===== src/design/cpu_regs_consts.vh =====
// Constants for the core register set and flag logic
// What this block does
// - Four 16-bit data registers serve as operands and destinations.
// - Data registers zero and one split into separate high and low bytes.
// - Pairs: two over zero, three over one, form 32-bit registers.
// - Two 24-bit address registers for indirect, relative and data use.
// - 24-bit static base register for static-base-relative addressing.
// - 24-bit frame base register for frame-relative addressing.
// - Two 24-bit stack pointers; stack-select flag picks the active one.
// - 24-bit vector table base holds relocatable vector table start.
// - 24-bit program counter holds the next instruction address.
// - 16-bit flag register holds the condition and control flags.
// - Carry flag updated after each instruction for carry or borrow.
// - Zero flag is 1 for a zero result, else 0.
// - Sign flag is 1 for a negative result, else 0.
// - Bank-select flag 0 picks bank 0, 1 picks bank 1.
// - Overflow flag is 1 on arithmetic overflow, else 0.
`ifndef CPU_REGS_CONSTS_VH
`define CPU_REGS_CONSTS_VH

// Register select codes on the access port
`define SEL_DATA0      4'h0
`define SEL_DATA1      4'h1
`define SEL_DATA2      4'h2
`define SEL_DATA3      4'h3
`define SEL_ADDR0      4'h4
`define SEL_ADDR1      4'h5
`define SEL_SBASE      4'h6
`define SEL_FBASE      4'h7
`define SEL_USP        4'h8
`define SEL_ISP        4'h9
`define SEL_VTB        4'hA
`define SEL_PC         4'hB
`define SEL_FLAGS      4'hC
`define SEL_SP         4'hD
`define SEL_PAIR_LOW   4'hE
`define SEL_PAIR_HIGH  4'hF

// Access width codes
`define WID_BYTE_LOW   2'h0
`define WID_BYTE_HIGH  2'h1
`define WID_WORD       2'h2
`define WID_FULL       2'h3

// Flag register bit positions
`define FLG_CARRY      0
`define FLG_DEBUG      1
`define FLG_ZERO       2
`define FLG_SIGN       3
`define FLG_BANK       4
`define FLG_OVFL       5
`define FLG_STACK      7

// Writable flag bits; the rest read as zero
`define FLG_MASK       16'h00BF
`define FLG_RESET      16'h0000
`define REG_RESET      24'h000000

`endif


===== src/design/cpu_register_file_and_flags.v =====
// Core register set, banked copies, stack select and flag register
//
// Decided for this implementation: the register offsets and strobed register access.
`include "cpu_regs_consts.vh"

module cpu_register_file_and_flags (
  input  wire        clk_i,
  input  wire        rst_n_i,
  // Register access port, write takes effect at the clock edge
  input  wire [3:0]  rd_sel_i,
  input  wire [1:0]  rd_width_i,
  output reg  [31:0] rd_data_o,
  input  wire        wr_en_i,
  input  wire [3:0]  wr_sel_i,
  input  wire [1:0]  wr_width_i,
  input  wire [31:0] wr_data_i,
  // Program counter
  input  wire        pc_load_i,
  input  wire [23:0] pc_load_value_i,
  input  wire        pc_inc_i,
  input  wire [2:0]  pc_inc_amount_i,
  // Result flag update at the end of an instruction
  input  wire        flag_update_i,
  input  wire [1:0]  res_width_i,
  input  wire [31:0] res_value_i,
  input  wire        res_carry_i,
  input  wire        res_ovfl_i,
  input  wire        res_zs_en_i,
  input  wire        res_ov_en_i,
  // Direct control of bank and stack select flags
  input  wire        bank_set_i,
  input  wire        bank_value_i,
  input  wire        stack_set_i,
  input  wire        stack_value_i,
  // Always-visible state for address generation
  output reg  [23:0] pc_o,
  output reg  [23:0] active_sp_o,
  output reg  [23:0] static_base_o,
  output reg  [23:0] frame_base_o,
  output reg  [23:0] vector_table_base_o,
  output reg  [15:0] flag_register_o
);

  // Banked storage: data0..3, addr0..1, static base, frame base
  reg [15:0] data_reg_zero  [0:1];
  reg [15:0] data_reg_one   [0:1];
  reg [15:0] data_reg_two   [0:1];
  reg [15:0] data_reg_three [0:1];
  reg [23:0] addr_reg_zero  [0:1];
  reg [23:0] addr_reg_one   [0:1];
  reg [23:0] static_base    [0:1];
  reg [23:0] frame_base     [0:1];
  reg [23:0] user_stack_pointer;
  reg [23:0] interrupt_stack_pointer;

  wire       bank;
  wire       stack_user;
  assign bank       = flag_register_o[`FLG_BANK];
  assign stack_user = flag_register_o[`FLG_STACK];

  // Merge a write of a given width into a 16-bit register
  function [15:0] merge16;
    input [15:0] old;
    input [1:0]  width;
    input [31:0] data;
    begin
      case (width)
        `WID_BYTE_LOW:  merge16 = {old[15:8], data[7:0]};
        `WID_BYTE_HIGH: merge16 = {data[7:0], old[7:0]};
        default:        merge16 = data[15:0];
      endcase
    end
  endfunction

  // Merge into a 24-bit register; word writes keep the top byte
  function [23:0] merge24;
    input [23:0] old;
    input [1:0]  width;
    input [31:0] data;
    begin
      case (width)
        `WID_BYTE_LOW:  merge24 = {old[23:8], data[7:0]};
        `WID_BYTE_HIGH: merge24 = {old[23:16], data[7:0], old[7:0]};
        `WID_WORD:      merge24 = {old[23:16], data[15:0]};
        default:        merge24 = data[23:0];
      endcase
    end
  endfunction

  // Read a 16-bit register at a width, zero extended
  function [31:0] view16;
    input [15:0] val;
    input [1:0]  width;
    begin
      case (width)
        `WID_BYTE_LOW:  view16 = {24'h000000, val[7:0]};
        `WID_BYTE_HIGH: view16 = {24'h000000, val[15:8]};
        default:        view16 = {16'h0000, val};
      endcase
    end
  endfunction

  function [31:0] view24;
    input [23:0] val;
    input [1:0]  width;
    begin
      case (width)
        `WID_BYTE_LOW:  view24 = {24'h000000, val[7:0]};
        `WID_BYTE_HIGH: view24 = {24'h000000, val[15:8]};
        `WID_WORD:      view24 = {16'h0000, val[15:0]};
        default:        view24 = {8'h00, val};
      endcase
    end
  endfunction

  // Match a write strobe against one register select
  function wr_hit;
    input       en;
    input [3:0] sel;
    input [3:0] target;
    begin
      wr_hit = en && (sel == target);
    end
  endfunction

  // Write decodes used by the combinational next-value logic
  wire wr_flags;
  wire wr_usp;
  wire wr_isp;
  wire wr_sp;
  wire wr_sbase;
  wire wr_fbase;
  assign wr_flags = wr_hit(wr_en_i, wr_sel_i, `SEL_FLAGS);
  assign wr_usp   = wr_hit(wr_en_i, wr_sel_i, `SEL_USP);
  assign wr_isp   = wr_hit(wr_en_i, wr_sel_i, `SEL_ISP);
  assign wr_sp    = wr_hit(wr_en_i, wr_sel_i, `SEL_SP);
  assign wr_sbase = wr_hit(wr_en_i, wr_sel_i, `SEL_SBASE);
  assign wr_fbase = wr_hit(wr_en_i, wr_sel_i, `SEL_FBASE);

  // Read mux, combinational into the registered read data
  reg [31:0] next_rd_data;
  always @* begin
    case (rd_sel_i)
      `SEL_DATA0: next_rd_data = view16(data_reg_zero[bank], rd_width_i);
      `SEL_DATA1: next_rd_data = view16(data_reg_one[bank], rd_width_i);
      `SEL_DATA2: next_rd_data = view16(data_reg_two[bank], rd_width_i);
      `SEL_DATA3: next_rd_data = view16(data_reg_three[bank], rd_width_i);
      `SEL_ADDR0: next_rd_data = view24(addr_reg_zero[bank], rd_width_i);
      `SEL_ADDR1: next_rd_data = view24(addr_reg_one[bank], rd_width_i);
      `SEL_SBASE: next_rd_data = view24(static_base[bank], rd_width_i);
      `SEL_FBASE: next_rd_data = view24(frame_base[bank], rd_width_i);
      `SEL_USP:   next_rd_data = view24(user_stack_pointer, rd_width_i);
      `SEL_ISP:   next_rd_data = view24(interrupt_stack_pointer,
                                        rd_width_i);
      `SEL_VTB:   next_rd_data = view24(vector_table_base_o, rd_width_i);
      `SEL_PC:    next_rd_data = view24(pc_o, rd_width_i);
      `SEL_FLAGS: next_rd_data = {16'h0000, flag_register_o};
      `SEL_SP:    next_rd_data = view24(active_sp_o, rd_width_i);
      `SEL_PAIR_LOW:
        next_rd_data = {data_reg_two[bank], data_reg_zero[bank]};
      `SEL_PAIR_HIGH:
        next_rd_data = {data_reg_three[bank], data_reg_one[bank]};
      default:    next_rd_data = 32'h00000000;
    endcase
  end

  // Result classification by operand width
  reg res_zero;
  reg res_neg;
  always @* begin
    case (res_width_i)
      `WID_BYTE_LOW, `WID_BYTE_HIGH: begin
        res_zero = (res_value_i[7:0] == 8'h00);
        res_neg  = res_value_i[7];
      end
      `WID_WORD: begin
        res_zero = (res_value_i[15:0] == 16'h0000);
        res_neg  = res_value_i[15];
      end
      default: begin
        res_zero = (res_value_i == 32'h00000000);
        res_neg  = res_value_i[31];
      end
    endcase
  end

  // Flag register next value; result flags win over a direct write
  reg [15:0] next_flags;
  always @* begin
    next_flags = flag_register_o;
    if (wr_flags) begin
      next_flags = wr_data_i[15:0] & `FLG_MASK;
    end
    if (bank_set_i) begin
      next_flags[`FLG_BANK] = bank_value_i;
    end
    if (stack_set_i) begin
      next_flags[`FLG_STACK] = stack_value_i;
    end
    if (flag_update_i) begin
      next_flags[`FLG_CARRY] = res_carry_i;
      if (res_zs_en_i) begin
        next_flags[`FLG_ZERO] = res_zero;
        next_flags[`FLG_SIGN] = res_neg;
      end
      if (res_ov_en_i) begin
        next_flags[`FLG_OVFL] = res_ovfl_i;
      end
    end
  end

  // Outputs are registered from next values so they move on the same
  // edge as the storage behind them
  reg  [23:0] next_usp;
  reg  [23:0] next_isp;
  reg  [23:0] next_active_sp;
  reg  [23:0] next_static_base;
  reg  [23:0] next_frame_base;
  wire        next_bank;
  assign next_bank = next_flags[`FLG_BANK];
  always @* begin
    next_usp = user_stack_pointer;
    next_isp = interrupt_stack_pointer;
    if (wr_usp || (wr_sp && stack_user)) begin
      next_usp = merge24(user_stack_pointer, wr_width_i, wr_data_i);
    end
    if (wr_isp || (wr_sp && !stack_user)) begin
      next_isp = merge24(interrupt_stack_pointer, wr_width_i, wr_data_i);
    end
    next_active_sp = next_flags[`FLG_STACK] ? next_usp : next_isp;
  end

  // A base write lands in the bank in force now; after a same-cycle
  // bank switch the output shows the other, untouched copy
  always @* begin
    next_static_base = static_base[next_bank];
    next_frame_base  = frame_base[next_bank];
    if (wr_sbase && next_bank == bank) begin
      next_static_base = merge24(static_base[bank], wr_width_i,
                                 wr_data_i);
    end
    if (wr_fbase && next_bank == bank) begin
      next_frame_base = merge24(frame_base[bank], wr_width_i,
                                wr_data_i);
    end
  end

  // Address-generation outputs, registered
  always @(posedge clk_i or negedge rst_n_i) begin
    if (!rst_n_i) begin
      active_sp_o   <= `REG_RESET;
      static_base_o <= `REG_RESET;
      frame_base_o  <= `REG_RESET;
    end else begin
      active_sp_o   <= next_active_sp;
      static_base_o <= next_static_base;
      frame_base_o  <= next_frame_base;
    end
  end

  wire wr_pc;
  assign wr_pc = wr_hit(wr_en_i, wr_sel_i, `SEL_PC);

  // Banked writes use the bank in force now; a bank switch in the same
  // cycle affects only later accesses
  always @(posedge clk_i or negedge rst_n_i) begin
    if (!rst_n_i) begin
      data_reg_zero[0]        <= 16'h0000;
      data_reg_zero[1]        <= 16'h0000;
      data_reg_one[0]         <= 16'h0000;
      data_reg_one[1]         <= 16'h0000;
      data_reg_two[0]         <= 16'h0000;
      data_reg_two[1]         <= 16'h0000;
      data_reg_three[0]       <= 16'h0000;
      data_reg_three[1]       <= 16'h0000;
      addr_reg_zero[0]        <= `REG_RESET;
      addr_reg_zero[1]        <= `REG_RESET;
      addr_reg_one[0]         <= `REG_RESET;
      addr_reg_one[1]         <= `REG_RESET;
      static_base[0]          <= `REG_RESET;
      static_base[1]          <= `REG_RESET;
      frame_base[0]           <= `REG_RESET;
      frame_base[1]           <= `REG_RESET;
      user_stack_pointer      <= `REG_RESET;
      interrupt_stack_pointer <= `REG_RESET;
      vector_table_base_o     <= `REG_RESET;
      pc_o                    <= `REG_RESET;
      flag_register_o         <= `FLG_RESET;
      rd_data_o               <= 32'h00000000;
    end else begin
      rd_data_o       <= next_rd_data;
      flag_register_o <= next_flags;
      if (wr_pc) begin
        pc_o <= wr_data_i[23:0];
      end else if (pc_load_i) begin
        pc_o <= pc_load_value_i;
      end else if (pc_inc_i) begin
        pc_o <= pc_o + {21'h00000, pc_inc_amount_i};
      end
      if (wr_en_i) begin
        case (wr_sel_i)
          `SEL_DATA0: data_reg_zero[bank] <=
            merge16(data_reg_zero[bank], wr_width_i, wr_data_i);
          `SEL_DATA1: data_reg_one[bank] <=
            merge16(data_reg_one[bank], wr_width_i, wr_data_i);
          `SEL_DATA2: data_reg_two[bank] <= wr_data_i[15:0];
          `SEL_DATA3: data_reg_three[bank] <= wr_data_i[15:0];
          `SEL_ADDR0: addr_reg_zero[bank] <=
            merge24(addr_reg_zero[bank], wr_width_i, wr_data_i);
          `SEL_ADDR1: addr_reg_one[bank] <=
            merge24(addr_reg_one[bank], wr_width_i, wr_data_i);
          `SEL_SBASE: static_base[bank] <=
            merge24(static_base[bank], wr_width_i, wr_data_i);
          `SEL_FBASE: frame_base[bank] <=
            merge24(frame_base[bank], wr_width_i, wr_data_i);
          `SEL_USP: user_stack_pointer <=
            merge24(user_stack_pointer, wr_width_i, wr_data_i);
          `SEL_ISP: interrupt_stack_pointer <=
            merge24(interrupt_stack_pointer, wr_width_i, wr_data_i);
          `SEL_VTB: vector_table_base_o <=
            merge24(vector_table_base_o, wr_width_i, wr_data_i);
          `SEL_SP: begin
            if (stack_user) begin
              user_stack_pointer <= merge24(user_stack_pointer,
                                            wr_width_i, wr_data_i);
            end else begin
              interrupt_stack_pointer <= merge24(interrupt_stack_pointer,
                                                 wr_width_i, wr_data_i);
            end
          end
          `SEL_PAIR_LOW: begin
            data_reg_two[bank]  <= wr_data_i[31:16];
            data_reg_zero[bank] <= wr_data_i[15:0];
          end
          `SEL_PAIR_HIGH: begin
            data_reg_three[bank] <= wr_data_i[31:16];
            data_reg_one[bank]   <= wr_data_i[15:0];
          end
          default: begin
          end
        endcase
      end
    end
  end

endmodule


===== config.mk =====
export PLATFORM = sky130hd
export DESIGN_NAME = cpu_register_file_and_flags
export DESIGN_NICKNAME = d
export VERILOG_FILES = /design/src/design/cpu_register_file_and_flags.v
export VERILOG_INCLUDE_DIRS = /design/src /design/src/design
export SDC_FILE = /design/constraint.sdc
export NUM_CORES = 1
export LEC_CHECK = 0
export BUFFER_PORTS_ARGS = -buffer_cell sky130_fd_sc_hd__buf_4
export CELL_PAD_IN_SITES_DETAIL_PLACEMENT = 1
export CELL_PAD_IN_SITES_GLOBAL_PLACEMENT = 1
export CORE_MARGIN = 5
export CORE_UTILIZATION = 35
export DETAILED_ROUTE_END_ITERATION = 12
export PLACE_DENSITY_LB_ADDON = 0.1
export SLEW_MARGIN = 5
export SYNTH_ARGS = -nofsm -noshare
export SYNTH_HDL_FRONTEND = slang
export SYNTH_SLANG_ARGS = --single-unit

===== constraint.sdc =====
create_clock -name clk_i -period 2.1 [get_ports clk_i]
set_clock_uncertainty 0.05 [all_clocks]
set_input_delay 0.315 -clock clk_i [delete_from_list [all_inputs] [get_ports clk_i]]
set_output_delay 0.315 -clock clk_i [all_outputs]
set_load 0.05 [all_outputs]

==> results.md <==
* Die Y at 286 µm
* EDFF count, synth at 0
* Max-cap viol count at 0
* Arr. time, crit path at 2.90 ns
* Crit path cell chain: buf_12 -> buf_12 -> buf_12 -> mux2i_1 -> buf_4 -> nor2_4 -> nor4_4 -> buf_4 -> o2111ai_2 -> a221o_1
* DP Worst Slack at -0.794 ns
* Final setup fails at 158
* Final Cell Area at 38400 µm²
* Async set or reset register ratio after synthesis at 100%
* Fin. Hold Viols at 0
* Area occupied by multi-input gates at 13800 µm²
* WL final at 132 mm
* Full die area at 81600 µm²
* CTS tree: built
* Post-Synthesis Cell Area at 26600 µm²
* H-Tree Depth at 2
* Status: finished with violations
* Final setup TNS at -18.12 ns
* Number of buffers created by CTS at 61
* Hold slack at 0.0197 ns
* I/O pins at 287
* Final WS setup at -0.320 ns
* Most used cell, CP: buf_12
* Starting Density at 35.2%
* Critical Path Max Stage Delay at 0.52 ns
* Reg clk slew, reported paths at 0.06 ns
* Flop and latch count out of synthesis at 527
* Clk root buf: clkbuf_16
* Initial antenna violation count at 10
* Crit Path Category: flip-flop to flip-flop
* Routed vias/inst at 5.86
* Measured slew at the worst slew-check pin at 1.34 ns
* Gr ovfl total at 0
* DR WL/cell at 29.8 µm
* Max Slew Vio Count at 0
* Via count at 25.8k
* Ys flop type: dfrtp_1
* Area after DPL at 33700 µm²
* Syn_area_per_cell at 9.89 µm²
* Synth top area share at 49.6%
* Final period utilization at 115%
* Hold WC Path Type: input port to flip-flop
* Syn Inst Count at 2691
* All-Layer GR Usage at 31.1%
* Row count at 101
* Worst Path Required at 2.58 ns
* Remaining antenna violation count at 0
* Core ar. at 75700 µm²
* Clk buf depth at 3
* Largest area contributor in the netlist: dfrtp_1
* Commonest non-fill, non-tap cell in the layout: buf_4
* Leakage at 0.0177 µW
* Slowest-stage cell, CP: dfrtp_4
* Sink Count at 527
* Max Clk Rate at 413 MHz
* Unrepaired setup endpoints after global routing: true
* Peak VDD IR at 628 µV
* Max FO, Critical Path at 7
* Slew headroom at 10.1%
* Largest net degree at the start of global routing at 84
* Post-synthesis sequential area ratio at 49.6%
* Tmin final at 2.42 ns
* Failing checks: negative setup slack
* Worst setup EP type: flip-flop
* Die X at 286 µm
* Pwr dens at 938 nW/µm²
* Most frequent cells in the layout: buf_4 (655), dfrtp_1 (524), nand2_1 (386)
* FF+latch area at 13200 µm²
* Crit start category: flip-flop
* Yosys Warn Count at 0
* Ranking of synthesized cells by area: dfrtp_1 (50%), mux2i_1 (7.1%), o21ai_0 (6.3%), nand2_1 (5.7%), mux2_2 (5.0%)
* Layout Nets at 3511
* DRT Pass-1 Iters at 7
* PortBufs at 277
* DP HPWL at 96.6 mm
* Unique masters post-synth at 86
* First DRT Iteration DRCs at 1929
* Fraction of layout cells with a size suffix above 1 at 37.4%
* Fillers at 8122
* First-pass GRT wire length at 190 mm
* Drc violations at 0
* Clock latency on the worst-skew pair at 0.64 ns
* Critical path buffers and inverters at 5
* Crit-path leading delay family: buffers and inverters
* GPL Wtd Cong at 0.937
* # diodes at 0
* Vias in the first global route at 27.3k
* P&R area growth vs syn at 44.5%
repair_timing:
| item | 4_1_cts | 5_1_grt |
|---|---|---|
| resized for setup | 239 | 181 |
| buffers inserted | 30 | 21 |
| gates cloned | 9 | 5 |
| setup endpoints to repair | 155 | 268 |
| hold buffers | 42 | 0 |
| hold endpoints to repair | 331 | 0 |
| pin swaps | 71 | 92 |
area by class of cell:
class / count / share of cell area (%)
Clock inverter: 12 / 0.247
Inverter: 22 / 0.215
Multi-Input combinational cell: 1925 / 35.9
Timing Repair Buffer: 851 / 21.2
Clock buffer: 97 / 4.85
Sequential cell: 527 / 34.3
Tap cell: 978 / 3.18
cell families (layout without fill, tap and decap cells):
group	count (synthesis)	count (layout)	synth area share, %
AOI/OAI and AO/OA	825	825	19.6
xor gates and xnor gates	17	17	0.560
adders and majority gates	4	4	0.216
buffers and inverters	247	982	4.10
DFF	527	527	49.6
muxes	317	317	12.8
other	1	9	0.0141
and+or+nand+nor	753	753	13.2
worst paths after layout:
path,startpoint,end,slack (ns),cells past startpoint
max,flag_register_o[4],rd_data_o[12],-0.32,10
min,wr_data_i[30],data_reg_three[30],0.02,3
max reg2reg,flag_register_o[4],rd_data_o[12],-0.32,10
min reg2reg,data_reg_three[15],data_reg_three[15],0.43,2
max in group asynchronous,rst_n_i,interrupt_stack_pointer[16],1.00,4
min in group asynchronous,rst_n_i,data_reg_two[31],0.12,2
sequential cells by signal, indices dropped and copies added (netlist names), 32 cells and up:
signal	flops
data_reg_two	32
rd_data_o	32
addr_reg_zero	48
static_base	48
frame_base	48
data_reg_one	32
addr_reg_one	48
data_reg_three	32
data_reg_zero	32
metal layers:
| metal | track usage [%] | part of all wire [%] |
|---|---|---|
| met4 | 10.3 | 4.0 |
| met5 | 0 | 0.017 |
| met3 | 4.73 | 6.1 |
| met2 | 52.0 | 48 |
| met1 | 41.7 | 42 |
worst register-to-register path, delay by kind of cell (launching register included):
kind	cells	cell delay (ns)
AOI/OAI and AO/OA	2	0.45
buffers and inverters	5	0.77
DFF	1	0.52
muxes	1	0.17
and+or+nand+nor	2	0.36
per-stage QoR:
stage / power, µW / util [%] / std cells
2_1_floorplan: 18900 / - / 2699
3_3_place_gp: 23900 / 44.5 / 4202
3_5_place_dp: 24200 / 44.5 / 4202
4_1_cts: 35700 / 49.6 / 4390
5_1_grt: 37500 / 50.8 / 4412
6_report: 36000 / 50.8 / 4412
synth_stat cells, types with 18 or more instances:
| master | instances |
|---|---|
| buf_4 | 18 |
| mux2_2 | 119 |
| o22ai_1 | 66 |
| o221ai_1 | 35 |
| a22o_1 | 60 |
| or3_1 | 20 |
| mux2i_1 | 189 |
| inv_1 | 19 |
| nor2b_1 | 28 |
| nand3_1 | 80 |
| a22oi_1 | 102 |
| nand2_1 | 403 |
| dfrtp_1 | 527 |
| nor2_1 | 96 |
| a21oi_1 | 110 |
| buf_2 | 52 |
| clkbuf_1 | 134 |
| o21ai_0 | 334 |
power breakdown:
part / internal [µW] / switching (µW)
Clock: 6140 / 4520
Combinational: 4800 / 6700
Sequential: 12100 / 1740
Total: 23100 / 13000
Note: power is estimated with default switching activity, not from simulation.
